## src/sysint_pkg.sv

```systemverilog
// Purpose: shared constants and types of the system integration control
// Assumes: 16-bit register port, one clock, async active-low reset
// Notes:   field layouts are packed structs, lsb declared last
package sysint_pkg;

    localparam int AW = 4;
    localparam int DW = 16;

    // register offsets
    localparam logic [3:0] OFS_CAUSE    = 4'h0;
    localparam logic [3:0] OFS_PMODE    = 4'h1;
    localparam logic [3:0] OFS_REGUL    = 4'h2;
    localparam logic [3:0] OFS_PROT     = 4'h3;
    localparam logic [3:0] OFS_MISC     = 4'h4;
    localparam logic [3:0] OFS_IRQ_ST   = 4'h5;
    localparam logic [3:0] OFS_IRQ_MASK = 4'h6;

    // edges after release before the synced cause is taken
    localparam logic [1:0] CAP_SETTLE = 2'h2;

    // interrupt bits
    localparam int IRQ_W       = 2;
    localparam int IRQ_CAUSE   = 0;
    localparam int IRQ_REFUSED = 1;

    // protection groups
    localparam int PG_N     = 4;
    localparam int PG_PINS  = 0;
    localparam int PG_CLKS  = 1;
    localparam int PG_PORTD = 2;
    localparam int PG_PMODE = 3;

    // bit of the misc register holding the boot source
    localparam int MISC_BOOT_BIT = 8;

    typedef enum logic [1:0] {
        DMA_OFF      = 2'h0,
        DMA_RUN      = 2'h1,
        DMA_RUN_WAIT = 2'h2,
        DMA_ALL      = 2'h3
    } dma_mode_e;

    typedef enum logic [1:0] {
        HIGH_RAIL_NORMAL    = 2'h0,
        HIGH_RAIL_STANDBY   = 2'h1,
        HIGH_RAIL_POWERDOWN = 2'h2,
        HIGH_RAIL_ILLEGAL   = 2'h3
    } high_rail_mode_e;

    typedef enum logic [1:0] {
        PWR_RUN  = 2'h0,
        PWR_WAIT = 2'h1,
        PWR_STOP = 2'h2
    } pwr_state_e;

    typedef struct packed {
        logic wdog_window;
        logic software;
        logic wdog_cpu;
        logic wdog_refloss;
        logic external;
        logic power_on;
    } cause_s;

    typedef struct packed {
        logic      dma_lock;
        dma_mode_e dma_mode;
        logic      dbg_always;
        logic      wait_lock;
        logic      wait_block;
        logic      stop_lock;
        logic      stop_block;
    } pmode_s;

    typedef struct packed {
        logic            lr_lock;
        logic            lr_stby;
        logic            high_rail_lock;
        high_rail_mode_e high_rail_mode;
        logic            sr12_lock;
        logic            sr12_stby;
    } regul_s;

    typedef struct packed {
        logic lock;
        logic on;
    } prot_s;

    typedef struct packed {
        logic timer_one_master;
        logic i2c_ctrl_trig;
    } misc_s;

    typedef struct packed {
        logic [AW-1:0] addr;
        logic [DW-1:0] wdata;
        logic          wr;
        logic          rd;
    } bus_req_s;

    localparam pmode_s PMODE_RST = 8'h00;
    localparam regul_s REGUL_RST = 7'h00;
    localparam misc_s  MISC_RST  = 2'h0;

endpackage

```

## src/sysint_ctrl.sv

```systemverilog
// Purpose: reset cause, low-power gating, regulator modes, write locks
// Assumes: reset_src levels are held stable a few cycles after release
// Notes:   all state is one struct; outputs come from it or gate it
//
// The plain strobed port and the placing of the registers are this design's own decisions.
`timescale 1ns/1ps

// Behaviour
// - six reset cause flags, latest reset
// - external flag set when pin held
// - clock-loss and timeout watchdog flags separate
// - stop entry allowed or blocked, lockable
// - wait entry allowed or blocked, lockable
// - debug clock: tap-gated or always on
// - dma runs per selected power option
// - dma setting lockable until reset
// - boot source rom or flash readable
// - 1.2V regulator normal or standby, lockable
// - 2.7V regulator normal, standby, powerdown, lockable
// - large regulator normal or standby, lockable
// - protection off, on, and locked forms
// - four separate protection groups
// - i2c trigger route selectable
// - interval timer master selectable
module sysint_ctrl (
    input  wire logic                     clock,
    input  wire logic                     rst_b,
    input  wire sysint_pkg::bus_req_s     req,
    output logic [sysint_pkg::DW-1:0]     rdata,
    input  wire logic [5:0]               reset_src,
    input  wire logic                     boot_rom_pin,
    input  wire logic                     tap_enabled,
    input  wire logic                     stop_req,
    input  wire logic                     wait_req,
    input  wire sysint_pkg::pwr_state_e   pwr_state,
    output logic                          stop_enter,
    output logic                          wait_enter,
    output logic                          onchip_debug_clock_en,
    output logic                          dma_en,
    output logic                          sr12_standby,
    output logic [1:0]                    small_reg_high_rail_mode,
    output logic                          lr_standby,
    output logic [sysint_pkg::PG_N-1:0]   group_protect,
    output logic                          i2c_ctrl_trig_sel,
    output logic                          timer_one_master,
    output logic                          irq
);

    typedef struct packed {
        logic [7:0]                      sync1;
        logic [7:0]                      sync2;
        logic [1:0]                      cap_cnt;
        logic                            cap_done;
        sysint_pkg::cause_s              cause;
        logic                            boot_rom;
        sysint_pkg::pmode_s              pm;
        sysint_pkg::regul_s              rg;
        sysint_pkg::prot_s [3:0]         prot;
        sysint_pkg::misc_s               misc;
        logic [sysint_pkg::IRQ_W-1:0]    irq_st;
        logic [sysint_pkg::IRQ_W-1:0]    irq_mask;
        logic [sysint_pkg::DW-1:0]       rdata;
    } state_s;

    state_s                        s_ff;
    state_s                        nxt_s;
    sysint_pkg::pmode_s            wpm;
    sysint_pkg::regul_s            wrg;
    sysint_pkg::prot_s [3:0]       wpr;
    logic [sysint_pkg::IRQ_W-1:0]  ev_set;
    logic [sysint_pkg::IRQ_W-1:0]  ev_clr;
    logic                          refused;
    logic                          wr_pm;
    logic                          wr_rg;
    logic                          wr_pr;

    always_comb begin
        nxt_s   = s_ff;
        ev_set  = '0;
        ev_clr  = '0;
        refused = 1'b0;
        wpm     = sysint_pkg::pmode_s'(req.wdata[7:0]);
        wrg     = sysint_pkg::regul_s'(req.wdata[6:0]);
        wpr     = req.wdata[7:0];
        wr_pm   = req.wr && (req.addr == sysint_pkg::OFS_PMODE);
        wr_rg   = req.wr && (req.addr == sysint_pkg::OFS_REGUL);
        wr_pr   = req.wr && (req.addr == sysint_pkg::OFS_PROT);

        // two-stage synchroniser for pins
        nxt_s.sync1 = {tap_enabled, boot_rom_pin, reset_src};
        nxt_s.sync2 = s_ff.sync1;

        // cause and boot capture once after release
        if (!s_ff.cap_done) begin
            if (s_ff.cap_cnt == sysint_pkg::CAP_SETTLE) begin
                nxt_s.cause    = s_ff.sync2[5:0];
                nxt_s.boot_rom = s_ff.sync2[6];
                nxt_s.cap_done = 1'b1;
                ev_set[sysint_pkg::IRQ_CAUSE] = 1'b1;
            end else begin
                nxt_s.cap_cnt = s_ff.cap_cnt + 2'h1;
            end
        end

        // power mode control register
        if (wr_pm) begin
            if (s_ff.prot[sysint_pkg::PG_PMODE].on) begin
                refused = 1'b1;
            end else begin
                nxt_s.pm.dbg_always = wpm.dbg_always;
                if (!s_ff.pm.stop_lock) begin
                    nxt_s.pm.stop_block = wpm.stop_block;
                    nxt_s.pm.stop_lock  = wpm.stop_lock;
                end else begin
                    refused = 1'b1;
                end
                if (!s_ff.pm.wait_lock) begin
                    nxt_s.pm.wait_block = wpm.wait_block;
                    nxt_s.pm.wait_lock  = wpm.wait_lock;
                end else begin
                    refused = 1'b1;
                end
                if (!s_ff.pm.dma_lock) begin
                    nxt_s.pm.dma_mode = wpm.dma_mode;
                    nxt_s.pm.dma_lock = wpm.dma_lock;
                end else begin
                    refused = 1'b1;
                end
            end
        end

        // regulator modes
        if (wr_rg) begin
            if (!s_ff.rg.sr12_lock) begin
                nxt_s.rg.sr12_stby = wrg.sr12_stby;
                nxt_s.rg.sr12_lock = wrg.sr12_lock;
            end else begin
                refused = 1'b1;
            end
            if (!s_ff.rg.high_rail_lock &&
                wrg.high_rail_mode != sysint_pkg::HIGH_RAIL_ILLEGAL) begin
                nxt_s.rg.high_rail_mode = wrg.high_rail_mode;
                nxt_s.rg.high_rail_lock = wrg.high_rail_lock;
            end else begin
                refused = 1'b1;
            end
            if (!s_ff.rg.lr_lock) begin
                nxt_s.rg.lr_stby = wrg.lr_stby;
                nxt_s.rg.lr_lock = wrg.lr_lock;
            end else begin
                refused = 1'b1;
            end
        end

        // protection groups, each with its own lock
        if (wr_pr) begin
            for (int g = 0; g < sysint_pkg::PG_N; g++) begin
                if (!s_ff.prot[g].lock) begin
                    nxt_s.prot[g] = wpr[g];
                end else begin
                    refused = 1'b1;
                end
            end
        end

        if (req.wr && req.addr == sysint_pkg::OFS_MISC) begin
            nxt_s.misc = req.wdata[1:0];
        end
        if (req.wr && req.addr == sysint_pkg::OFS_IRQ_MASK) begin
            nxt_s.irq_mask = req.wdata[sysint_pkg::IRQ_W-1:0];
        end
        if (req.wr && req.addr == sysint_pkg::OFS_IRQ_ST) begin
            ev_clr = req.wdata[sysint_pkg::IRQ_W-1:0];
        end
        ev_set[sysint_pkg::IRQ_REFUSED] = refused;
        // a new event beats a clear in the same cycle
        nxt_s.irq_st = (s_ff.irq_st & ~ev_clr) | ev_set;

        // read data stands in the cycle after the strobe only
        nxt_s.rdata = '0;
        if (req.rd) begin
            unique case (req.addr)
                sysint_pkg::OFS_CAUSE:
                    nxt_s.rdata = 16'(s_ff.cause);
                sysint_pkg::OFS_PMODE:
                    nxt_s.rdata = 16'(s_ff.pm);
                sysint_pkg::OFS_REGUL:
                    nxt_s.rdata = 16'(s_ff.rg);
                sysint_pkg::OFS_PROT:
                    nxt_s.rdata = 16'(s_ff.prot);
                sysint_pkg::OFS_MISC: begin
                    nxt_s.rdata = 16'(s_ff.misc);
                    nxt_s.rdata[sysint_pkg::MISC_BOOT_BIT] = s_ff.boot_rom;
                end
                sysint_pkg::OFS_IRQ_ST:
                    nxt_s.rdata = 16'(s_ff.irq_st);
                sysint_pkg::OFS_IRQ_MASK:
                    nxt_s.rdata = 16'(s_ff.irq_mask);
                default:
                    nxt_s.rdata = '0;
            endcase
        end
    end

    always_ff @(posedge clock or negedge rst_b) begin
        if (!rst_b) begin
            s_ff          <= '0;
            s_ff.pm       <= sysint_pkg::PMODE_RST;
            s_ff.rg       <= sysint_pkg::REGUL_RST;
            s_ff.misc     <= sysint_pkg::MISC_RST;
        end else begin
            s_ff <= nxt_s;
        end
    end

    // outputs
    assign rdata                    = s_ff.rdata;
    assign stop_enter               = stop_req & ~s_ff.pm.stop_block;
    assign wait_enter               = wait_req & ~s_ff.pm.wait_block;
    assign onchip_debug_clock_en    = s_ff.pm.dbg_always |
                                      s_ff.sync2[7];
    assign sr12_standby             = s_ff.rg.sr12_stby;
    assign small_reg_high_rail_mode = s_ff.rg.high_rail_mode;
    assign lr_standby               = s_ff.rg.lr_stby;
    assign i2c_ctrl_trig_sel        = s_ff.misc.i2c_ctrl_trig;
    assign timer_one_master         = s_ff.misc.timer_one_master;
    assign irq                      = |(s_ff.irq_st & s_ff.irq_mask);

    always_comb begin
        for (int g = 0; g < sysint_pkg::PG_N; g++) begin
            group_protect[g] = s_ff.prot[g].on;
        end
    end

    always_comb begin
        unique case (s_ff.pm.dma_mode)
            sysint_pkg::DMA_OFF:
                dma_en = 1'b0;
            sysint_pkg::DMA_RUN:
                dma_en = (pwr_state == sysint_pkg::PWR_RUN);
            sysint_pkg::DMA_RUN_WAIT:
                dma_en = (pwr_state == sysint_pkg::PWR_RUN) ||
                         (pwr_state == sysint_pkg::PWR_WAIT);
            sysint_pkg::DMA_ALL:
                dma_en = 1'b1;
        endcase
    end

    // checks
    a_stop_gate: assert property (
        @(posedge clock) disable iff (!rst_b)
        s_ff.pm.stop_block |-> !stop_enter)
        else $error("stop entered while blocked");

    a_wait_gate: assert property (
        @(posedge clock) disable iff (!rst_b)
        s_ff.pm.wait_block |-> !wait_enter)
        else $error("wait entered while blocked");

    a_stop_lock: assert property (
        @(posedge clock) disable iff (!rst_b)
        (wr_pm && s_ff.pm.stop_lock) |=> $stable(s_ff.pm.stop_block))
        else $error("locked stop field changed");

    a_wait_lock: assert property (
        @(posedge clock) disable iff (!rst_b)
        (wr_pm && s_ff.pm.wait_lock) |=> $stable(s_ff.pm.wait_block))
        else $error("locked wait field changed");

    a_cause_take: assert property (
        @(posedge clock) disable iff (!rst_b)
        $rose(s_ff.cap_done) |-> s_ff.cause == $past(s_ff.sync2[5:0], 1))
        else $error("cause not taken from synced sources");

    a_cause_hold: assert property (
        @(posedge clock) disable iff (!rst_b)
        s_ff.cap_done |=> $stable(s_ff.cause))
        else $error("cause changed without reset");

    a_boot_hold: assert property (
        @(posedge clock) disable iff (!rst_b)
        s_ff.cap_done |=> $stable(s_ff.boot_rom))
        else $error("boot source changed without reset");

    a_pm_locked: assert property (
        @(posedge clock) disable iff (!rst_b)
        (wr_pm && s_ff.pm.dma_lock) |=> $stable(s_ff.pm.dma_mode))
        else $error("locked dma field changed");

    a_lock_sticky: assert property (
        @(posedge clock) disable iff (!rst_b)
        s_ff.pm.dma_lock |=> s_ff.pm.dma_lock [*3])
        else $error("dma lock released before reset");

    a_prot_lock: assert property (
        @(posedge clock) disable iff (!rst_b)
        (wr_pr && s_ff.prot[0].lock) |=> $stable(s_ff.prot[0]))
        else $error("locked protection group changed");

    a_pm_protect: assert property (
        @(posedge clock) disable iff (!rst_b)
        (wr_pm && s_ff.prot[sysint_pkg::PG_PMODE].on) |=>
            ($stable(s_ff.pm) && s_ff.irq_st[sysint_pkg::IRQ_REFUSED]))
        else $error("protected power mode register written");

    a_high_rail_lock: assert property (
        @(posedge clock) disable iff (!rst_b)
        (wr_rg && s_ff.rg.high_rail_lock) |=>
            $stable(small_reg_high_rail_mode))
        else $error("locked 2.7V mode changed");

    a_sr12_lock: assert property (
        @(posedge clock) disable iff (!rst_b)
        (wr_rg && s_ff.rg.sr12_lock) |=> $stable(sr12_standby))
        else $error("locked 1.2V mode changed");

    a_lr_lock: assert property (
        @(posedge clock) disable iff (!rst_b)
        (wr_rg && s_ff.rg.lr_lock) |=>
            ($stable(lr_standby) && s_ff.irq_st[sysint_pkg::IRQ_REFUSED]))
        else $error("locked large regulator mode changed");

    a_dma_gate: assert property (
        @(posedge clock) disable iff (!rst_b)
        (s_ff.pm.dma_mode == sysint_pkg::DMA_RUN &&
         pwr_state != sysint_pkg::PWR_RUN) |-> !dma_en)
        else $error("dma enabled outside run mode");

    a_dma_off: assert property (
        @(posedge clock) disable iff (!rst_b)
        (s_ff.pm.dma_mode == sysint_pkg::DMA_OFF) |-> !dma_en)
        else $error("dma enabled while off");

    a_dma_all: assert property (
        @(posedge clock) disable iff (!rst_b)
        (s_ff.pm.dma_mode == sysint_pkg::DMA_ALL) |-> dma_en)
        else $error("dma not enabled in all modes");

    a_dma_stop: assert property (
        @(posedge clock) disable iff (!rst_b)
        (s_ff.pm.dma_mode == sysint_pkg::DMA_RUN_WAIT &&
         pwr_state == sysint_pkg::PWR_STOP) |-> !dma_en)
        else $error("dma enabled in stop mode");

    a_dbg_clock: assert property (
        @(posedge clock) disable iff (!rst_b)
        (!s_ff.pm.dbg_always && !s_ff.sync2[7]) |-> !onchip_debug_clock_en)
        else $error("debug clock on without tap");

    a_read_pulse: assert property (
        @(posedge clock) disable iff (!rst_b)
        !req.rd |=> rdata == '0)
        else $error("read data outside its cycle");

endmodule

```

## config.mk

```make
export PLATFORM = sky130hd
export DESIGN_NAME = sysint_ctrl
export DESIGN_NICKNAME = d
export VERILOG_FILES = /design/src/sysint_pkg.sv /design/src/sysint_ctrl.sv
export SDC_FILE = /design/constraint.sdc
export NUM_CORES = 1
export LEC_CHECK = 0
export BUFFER_PORTS_ARGS = -buffer_cell sky130_fd_sc_hd__buf_2
export CORE_AREA = 2 2 74 105
export CTS_CLUSTER_DIAMETER = 150
export DETAILED_ROUTE_END_ITERATION = 10
export DIE_AREA = 0 0 76 107
export HOLD_SLACK_MARGIN = 0.03
export PLACE_DENSITY = 0.68
export SLEW_MARGIN = 20
export SYNTH_ARGS = -nofsm -noshare
export SYNTH_HDL_FRONTEND = slang
export SYNTH_SLANG_ARGS = --single-unit
```

## constraint.sdc

```tcl
create_clock -name clock -period 1.8 [get_ports clock]
set_input_delay 0.36 -clock clock [delete_from_list [all_inputs] [get_ports clock]]
set_output_delay 0.36 -clock clock [all_outputs]
set_load 0.1 [all_outputs]
```

## Yosys cells after proc, flatten, opt, wreduce, memory -nomap -nowiden

Index checks and enable logic that the tools add are counted.

- Register bits: 71
- Bits of input ports: 36
- Logic and storage cells: 128

- Reductions and logical operators: 26
- Muxes and demuxes: 31
- $add $sub $neg: 1
- Bitwise operators: 21
- Equality and inequality tests: 12

Operator list:

| operator | count |
|---|---|
| $pmux W9 S7 | 1 |
| $reduce_and A2 Y1 | 10 |
| $mux W2 | 9 |
| $mux W1 | 16 |
| $mux W8 | 2 |
| $not A1 Y1 | 14 |
| $eq A4 B3 Y1 const B | 3 |
| $mux W9 | 1 |
| $reduce_and A3 Y1 | 3 |
| $eq A4 B2 Y1 const B | 2 |
| $logic_and A1 B1 Y1 | 7 |
| $eq A2 B2 Y1 const B | 3 |
| $and A2 B2 Y2 | 2 |
| $eq A2 B1 Y1 const B | 2 |
| $eq A4 B1 Y1 const B | 1 |
| $logic_not A2 Y1 | 2 |
| $logic_not A4 Y1 | 1 |
| $pmux W1 S4 | 1 |
| $mux W3 | 1 |
| $add A2 B1 Y2 const B | 1 |
| $and A1 B1 Y1 | 2 |
| $ne A2 B2 Y1 const B | 1 |
| $not A2 Y2 | 1 |
| $or A2 B2 Y2 | 1 |
| 4 further kinds | 4 |

## Depth between registers and ports, before layout

Gate-level depths: netlist (run 1).

- Depth in word-level cells: 15
- Gate-level depth with buffers: 6
- Mapped depth without buffers: 5

## Worst setup path before layout (run 1)

Ideal clock, no wire load.

- Kind: reg-to-output
- Start: register s_ff[39] in the netlist's numbering
- End: output port wait_enter
- Stages on the path, launching flop included: 2
- Setup slack: -274 ps
- Path buffers: 0
- Data required time: 1440 ps
- Data arrival time: 1714 ps
- Path through: dfrtp_1 -> nor2b_1

- Longest elaborated chain between the ends: 2

Ends and longest elaborated chain:

| element | line | source |
|---|---|---|
| start: declaration | sysint_ctrl.sv:65 | `state_s s_ff;` |
| start signal: assignment | sysint_ctrl.sv:212 | `s_ff <= nxt_s;` |
| $not A1 Y1 | sysint_ctrl.sv:219 | `assign wait_enter = wait_req & ~s_ff.pm.wait_block;` |
| $and A1 B1 Y1 | sysint_ctrl.sv:219 |  |
| end: declaration | sysint_ctrl.sv:37 | `output logic wait_enter,` |

Every way passes these cells.

## Worst setup path after layout (run 1)

- Start: register s_ff[41] in the netlist's numbering
- End: output port onchip_debug_clock_en

- Longest elaborated chain between the ends: 1

Ends and longest elaborated chain:

| element | line | source |
|---|---|---|
| $or A1 B1 Y1 | sysint_ctrl.sv:220 | `assign onchip_debug_clock_en = s_ff.pm.dbg_always \|` |
| end: declaration | sysint_ctrl.sv:38 | `output logic onchip_debug_clock_en,` |

Every way passes these cells.

==> results of run 1 <==
==> worst max-delay path: cells and delay by family (launching register included) <==
kind	cells	cell delay, ps
buffers and inverters	1	290
DFF	1	400
and+or+nand+nor	1	290
==> area by class of cell <==
cell class | instances | area, um2
clock buffers | 10 | 127.6
well taps | 97 | 121.4
clock inverters | 6 | 91.34
repair buffers | 60 | 340.3
multi-input cells | 133 | 1028
fillers | 689 | 3861
flip-flops and latches | 64 | 1602
inverters | 1 | 3.754
==> final timing paths <==
| kind | slack, ps | startpoint | to | depth (start not counted) |
|---|---|---|---|---|
| worst max-delay path | 110 | s_ff[41]$_DFFE_PN0P_ | onchip_debug_clock_en | 2 |
| worst min-delay path | 110 | reset_src[1] | nxt_s[56]$_DFF_PN0_ | 1 |
| worst max register to register | 330 | s_ff[36]$_DFFE_PN0N_ | s_ff[19]$_DFF_PN0_ | 4 |
| worst min register to register | 350 | nxt_s[58]$_DFF_PN0_ | s_ff[58]$_DFF_PN0_ | 0 |
| max in group asynchronous | 770 | rst_b | nxt_s[58]$_DFF_PN0_ | 3 |
| min in group asynchronous | 510 | rst_b | nxt_s[61]$_DFF_PN0_ | 3 |
==> cells by family (layout without fill, tap and decap cells) <==
group                      count (synthesis)  count (layout)  synth area share [%]
adders and majority gates                  1               1                0.4434
xor gates and xnor gates                   1               1                0.3105
DFF                                       64              64                 56.76
muxes                                     25              25                 9.889
other                                      1               7                0.1329
buffers and inverters                     31              77                 7.760
AOI/OAI and AO/OA                         38              38                 10.51
and+or+nand+nor                           61              61                 14.19
==> Yosys cell counts (3+ instances only) <==
master | count | share of area [%]
a21o_1 | 11 | 2.9
a222oi_1 | 4 | 1.4
a22o_1 | 7 | 2.2
a31oi_1 | 4 | 0.89
and2_1 | 3 | 0.67
buf_4 | 25 | 6.7
dfrtp_1 | 64 | 57
mux2_2 | 22 | 8.8
nand2_1 | 7 | 0.93
nor2_1 | 15 | 2.0
nor2b_1 | 4 | 0.89
nor4_1 | 3 | 0.67
o21ai_0 | 4 | 0.71
or2_2 | 3 | 0.67
==> power groups by stage <==
stage | Combinational, mW | Sequential (mW) | Clock [mW]
2_1_floorplan | 0.962 | 1.96 | 0
3_3_place_gp | 1.28 | 1.84 | 0
3_5_place_dp | 1.30 | 1.85 | 0
4_1_cts | 1.30 | 1.82 | 1.39
5_1_grt | 1.34 | 1.85 | 1.46
6_report | 1.29 | 1.82 | 1.36
==> sequential cells by signal (all words and copies together), names as in the netlist <==
register / flops
s_ff: 37
rdata: 9
nxt_s: 8
group_protect: 4
small_reg_high_rail_mode: 2
i2c_ctrl_trig_sel: 1
lr_standby: 1
sr12_standby: 1
timer_one_master: 1
==> per-stage QoR <==
| step | cells | setup slack (ps) | hold slack [ps] | util [%] | area (um2) |
|---|---|---|---|---|---|
| global route | 371 | 70.13 | 95.13 | 46.19 | 3314 |
| finish | 371 | 106.6 | 111.9 | 46.19 | 3314 |
| floorplan | 228 | 34.05 | 64.41 | - | 2849 |
| CTS | 371 | 90.71 | 93.23 | 46.19 | 3314 |
| global placement | 354 | 80.09 | 331.2 | 43.00 | 3085 |
| detailed placement | 354 | 38.84 | 334.7 | 43.00 | 3085 |
==> per-layer routing <==
metal,GRT usage [%],vias to the layer above,part of all wire (%)
li1,-,863,-
met1,16.62,907,37
met2,25.26,72,52
met3,4.630,23,5.7
met4,12.08,0,5.0
met5,0,-,0
==> timing repair <==
action                     CTS  global route
hold buffers                 1             0
setup endpoints to repair    0             0
hold endpoints to repair    19             0
==> results_dict.tcl, run 1 <==
set metrics [dict create \
    grt_max_degree 46 \
    htree_levels 3 \
    critPathLaunchType "flop" \
    setup_violations 0 \
    chipWidth_um 76 \
    grt_usage_pct 15.40 \
    avgViaCountPerCell 5.027 \
    synth_cell_type_count 46 \
    layout_commonest_cell "dfrtp_1" \
    core_area_um2 7176 \
    path_class "reg -> out" \
    crit_chain "or2_2 -> buf_2" \
    drt_wl_total_um 5697 \
    clk_latency_ps 350 \
    clock_path_buffers 2 \
    die_h_um 107 \
    mostFrequentLayoutCells "64 x dfrtp_1, 50 x buf_2, 22 x mux2_2, 15 x nor2_1, 11 x a21o_1" \
    postRouteAntennaNets 0 \
    first_iter_violations 125 \
    ys_seq_area_share_pct 56.76 \
    syn-cell-area_um2 2821 \
    fin_crit_ps 1693 \
    total_power_mw 4.467 \
    cp_max_fo 3 \
    worst_pin_slew_ps 569.8 \
    cap_violations 0 \
    syn_to_final_growth_pct 17.47 \
    power_density_nw_per_um2 1348 \
    cts_made_buffers 9 \
    yosysWarnings 0 \
    setup_tns_ps 0 \
    synth_edf_count 0 \
    p_clk_share_pct 30.4 \
    fin_crit_sh_pct 94.08 \
    rows 37 \
    slew_headroom_pct 62.02 \
    status "complete, no violations" \
    crit_path_top_delay_cell "dfrtp_1" \
    antenna_found_initial 0 \
    ir_drop_mv 0.5764 \
    required_ps 1440 \
    leakagePower_nw 1.572 \
    power.share.switching_pct 38.67 \
    critPathMaxStageDelay_ps 400 \
    p_seq_share_pct 40.8 \
    dp_hpwl_um 4240 \
    post_cts_buffers 0 \
    syn_inst 222 \
    dieArea_um2 8132 \
    synth_seq_cells 64 \
    hp-class "in -> reg" \
    synthArstFlopShare_pct 100.0 \
    clock_skew_ps 6.253 \
    grt_pass1_wl_um 9515 \
    power.switching_mw 1.727 \
    initial_core_util_pct 39.32 \
    report.final.slew_viol_count 0 \
    syn_area_per_cell_um2 12.71 \
    end_kind "output port" \
    first_pass_iters 4 \
    fmax_ghz 0.5905 \
    synthFlopType "dfrtp_1" \
    nets 306 \
    cts-resized-gates 0 \
    antenna_cells 0 \
    clkSinkCount 64 \
    hold_viol_final 0 \
    grt.overflow.total 0 \
    path_clk_slew_ps 70 \
    drive_gt1_share_pct 41.24 \
    remaining_drc_errors 0 \
    wl_per_cell_um 15.36 \
    intPower_mw 2.739 \
    p_comb_share_pct 28.8 \
    vias 1865 \
    cts_tree "yes" \
    cts-root-buf "clkbuf_8" \
    gp_congestion 0.8456 \
    grt_pass1_vias 1922 \
    io_buffers 51 \
    ios 67 \
    cp.arrival_ps 1330 \
    rsz0062_at_grt "no" \
]
(Power assumes the default switching activity.)
==> run 2: changes to the inputs <==
--- a/config.mk
+++ b/config.mk
@@ -5,13 +5,14 @@
 export SDC_FILE = /design/constraint.sdc
 export NUM_CORES = 1
 export LEC_CHECK = 0
+export ABC_AREA = 1
 export BUFFER_PORTS_ARGS = -buffer_cell sky130_fd_sc_hd__buf_2
-export CORE_AREA = 2 2 74 105
+export CORE_AREA = 2 2 74 104
 export CTS_CLUSTER_DIAMETER = 150
 export DETAILED_ROUTE_END_ITERATION = 10
-export DIE_AREA = 0 0 76 107
+export DIE_AREA = 0 0 76 106
 export HOLD_SLACK_MARGIN = 0.03
-export PLACE_DENSITY = 0.68
+export PLACE_DENSITY = 0.71
 export SLEW_MARGIN = 20
 export SYNTH_ARGS = -nofsm -noshare
 export SYNTH_HDL_FRONTEND = slang
==> constraint.sdc (replaced) <==
create_clock -name clock -period 1.4 [get_ports clock]
set_input_delay 0.28 -clock clock [delete_from_list [all_inputs] [get_ports clock]]
set_output_delay 0.28 -clock clock [all_outputs]
set_load 0.1 [all_outputs]
==> run 2 against run 1 <==
Against the previous run: the flow now finishes with violations (negative setup slack); via count up 18%; critical path depth up 3; power up 19%; highest routed layer unchanged; clock-buffer cell count down 1; register-to-register slack worse by 180 ps; sequential share of layout area down 6.3 points; largest cell class unchanged; synthesized area down 0.93%; die area down 0.93%; first-iteration DRC count up 20%.
==> results_dict.tcl, run 2 <==
set metrics [dict create \
    status "finished, violations left" \
    violations "negative setup slack" \
    num-fill-cells 653 \
    cp.arrival_ps 1190 \
    core_area_um2 7176 \
    vias 2208 \
    syn-cell-area_um2 2795 \
    clk_latency_ps 340 \
    synthArstFlopShare_pct 100.0 \
    path_class "reg -> out" \
    hp-class "in -> reg" \
    grt_usage_pct 16.49 \
    fin_crit_ps 1466 \
    remaining_drc_errors 0 \
    timing.rr.end "s_ff[48]$_DFFE_PN0P_" \
    r2r_slack_ps 150 \
    grt_pass1_vias 2266 \
    reg2regPathDepth 4 \
    fmax_ghz 0.6823 \
    clock_path_buffers 2 \
    report.final.slew_viol_count 0 \
    dp_hpwl_um 4402 \
    initial_core_util_pct 38.95 \
    grt_pass1_wl_um 10260 \
    gp_congestion 0.8185 \
    cts-root-buf "clkbuf_8" \
    io_buffers 51 \
    drt_wl_total_um 5973 \
    hold-worst-slack_ps 42.96 \
    fin_ws_ps -65.61 \
    ir_drop_mv 0.5766 \
    synthFlopType "dfrtp_1" \
    antenna_found_initial 0 \
    syn_area_per_cell_um2 9.286 \
    cts_tree "yes" \
    power_density_nw_per_um2 1398 \
    wl_per_cell_um 12.55 \
    ys_seq_area_share_pct 57.30 \
    leakagePower_nw 1.910 \
    slew_headroom_pct 66.41 \
    antenna_cells 0 \
    rsz0062_at_grt "yes" \
    multi_input_area_um2 942.2 \
    startpoint "s_ff[42]$_DFFE_PN0P_" \
    yosysMostFrequentCell "dfrtp_1" \
    required_ps 1120 \
    worstHoldPathCells 1 \
    layout_commonest_cell "dfrtp_1" \
    hold_viol_final 0 \
    crit_end "dma_en" \
    regArea_um2 1602 \
    dieArea_um2 8056 \
    clkSinkCount 64 \
    first_pass_iters 4 \
    p_clk_share_pct 39.2 \
    ios 67 \
    avgViaCountPerCell 4.639 \
    synth_edf_count 0 \
    cap_violations 0 \
    yosysWarnings 0 \
    yosys-top-cells-count "64 x dfrtp_1, 58 x nand2_1, 36 x inv_1" \
    netlist.area_leader.share_pct 57.30 \
    worst_pin_slew_ps 499.2 \
    syn_inst 301 \
    end_kind "output port" \
    path_clk_slew_ps 70 \
    grt.overflow.total 0 \
    chipWidth_um 76 \
    power.share.switching_pct 29.72 \
    postPlaceCellArea_um2 3366 \
    clock_skew_ps 6.391 \
    fin_crit_sh_pct 104.7 \
    cp_max_fo 3 \
    cts_made_buffers 9 \
    mostFrequentLayoutCells "64 x dfrtp_1, 55 x nand2_1, 35 x inv_1, 31 x buf_2, 25 x nand3_1" \
    largest_register_ffs 37 \
    die_h_um 106 \
    synth_cell_type_count 29 \
    setup_violations 3 \
    synth_largest_area_cell "dfrtp_1" \
    nets 411 \
    htree_levels 3 \
    first_iter_violations 150 \
    synth_seq_cells 64 \
    p_seq_share_pct 38.8 \
    syn_to_final_growth_pct 36.30 \
    drive_gt1_share_pct 29.82 \
    rows 37 \
    top_register "s_ff" \
    p_comb_share_pct 22.0 \
    ys_top_cells_by_area "dfrtp_1 57%, nand2_1 7.8%, buf_4 5.9%, inv_1 4.8%, nand3_1 4.5%" \
    power.switching_mw 1.583 \
    r2r_start "s_ff[53]$_DFFE_PN0P_" \
    critPathLaunchType "flop" \
    design_area_um2 3810 \
    intPower_mw 3.743 \
    total_power_mw 5.325 \
    postRouteAntennaNets 0 \
    grt_max_degree 65 \
]
## run 2: cell count changes after synthesis, sizes merged, moves of 6 or more
| cell | previous run | this run |
|---|---|---|
| nand3 | 2 | 26 |
| o21ai | 4 | 28 |
| nand2 | 8 | 62 |
| inv | 1 | 38 |
| a21o | 11 | 0 |
| a21oi | 1 | 7 |
| a22o | 7 | 1 |
| nor2 | 19 | 32 |
| mux2 | 23 | 5 |
## run 2: how the worst min path moves through the flow
| stage | from | end | slack (ps) |
|---|---|---|---|
| after floorplan | rst_b | group_protect[0]$_DFFE_PN0P_ | -20 |
| after global placement | rst_b | s_ff[54]$_DFFE_PN0P_ | 310 |
| after detailed placement | rst_b | s_ff[52]$_DFF_PN0_ | 310 |
| after CTS | tap_enabled | nxt_s[62]$_DFF_PN0_ | 30 |
| after global routing | tap_enabled | nxt_s[62]$_DFF_PN0_ | 30 |
| final | tap_enabled | nxt_s[62]$_DFF_PN0_ | 40 |
## run 2: power by group through the flow
| stage | clock network (mW) | registers (mW) | logic [mW] |
|---|---|---|---|
| detailed placement | 0 | 2.10 | 1.07 |
| global placement | 0 | 2.10 | 1.06 |
| CTS | 2.12 | 2.07 | 1.16 |
| finish | 2.09 | 2.07 | 1.17 |
| global route | 2.19 | 2.08 | 1.24 |
| floorplan | 0 | 2.16 | 0.656 |
## run 2: metal layers
metal,part of all wire [%],GRT usage (%),up-vias
met3,4.5,2.971,21
met1,41,18.30,1039
li1,-,-,1077
met4,4.2,12.21,0
met2,51,28.25,71
met5,0,0,-
## run 2: cells by family after synthesis
| group | Yosys count | synth area share (%) |
|---|---|---|
| AO/OA/AOI/OAI | 42 | 8.192 |
| XOR/XNOR | 1 | 0.3134 |
| adder cells (fa/ha/maj) | 1 | 0.4476 |
| buffers and inverters | 61 | 11.19 |
| flip-flops | 64 | 57.30 |
| multiplexers | 5 | 2.014 |
| other | 1 | 0.1342 |
| AND/OR/NAND/NOR | 126 | 20.41 |
## run 2: layout make-up
| class | instances | area share, % |
|---|---|---|
| sequential | 64 | 42.04 |
| timing repair buffer | 79 | 19.31 |
| inverter | 38 | 3.744 |
| tap | 97 | 3.186 |
| multi-input combinational | 182 | 24.73 |
| clock inverter | 7 | 3.744 |
| clock buffer | 9 | 3.251 |
## run 2: what timing repair did
item / 4_1_cts / 5_1_grt
gates resized for setup: 8 / 6
hold endpoints to repair: 71 / 0
setup endpoints to repair: 4 / 14
setup buffers: 6 / 2
hold buffers: 8 / 0
pin swaps: 2 / 2
## run 2: worst max-delay path, stage by stage (launching register included)
cell and delay, ps:
dfrtp_1 390, inv_2 100, nand2_2 50, nand2_2 70, o31ai_4 70, buf_12 170
## run 2: per-stage QoR
step / setup slack [ps] / instances / TNS [ps] / utilization [%]
global route: -117.6 / 476 / -257.3 / 53.10
finish: -65.61 / 476 / -123.5 / 53.10
global placement: 63.18 / 444 / 0 / 46.91
detailed placement: -5.325 / 444 / -5.325 / 46.91
CTS: -89.79 / 474 / -189.7 / 52.68
floorplan: -102.0 / 307 / -102.0 / -
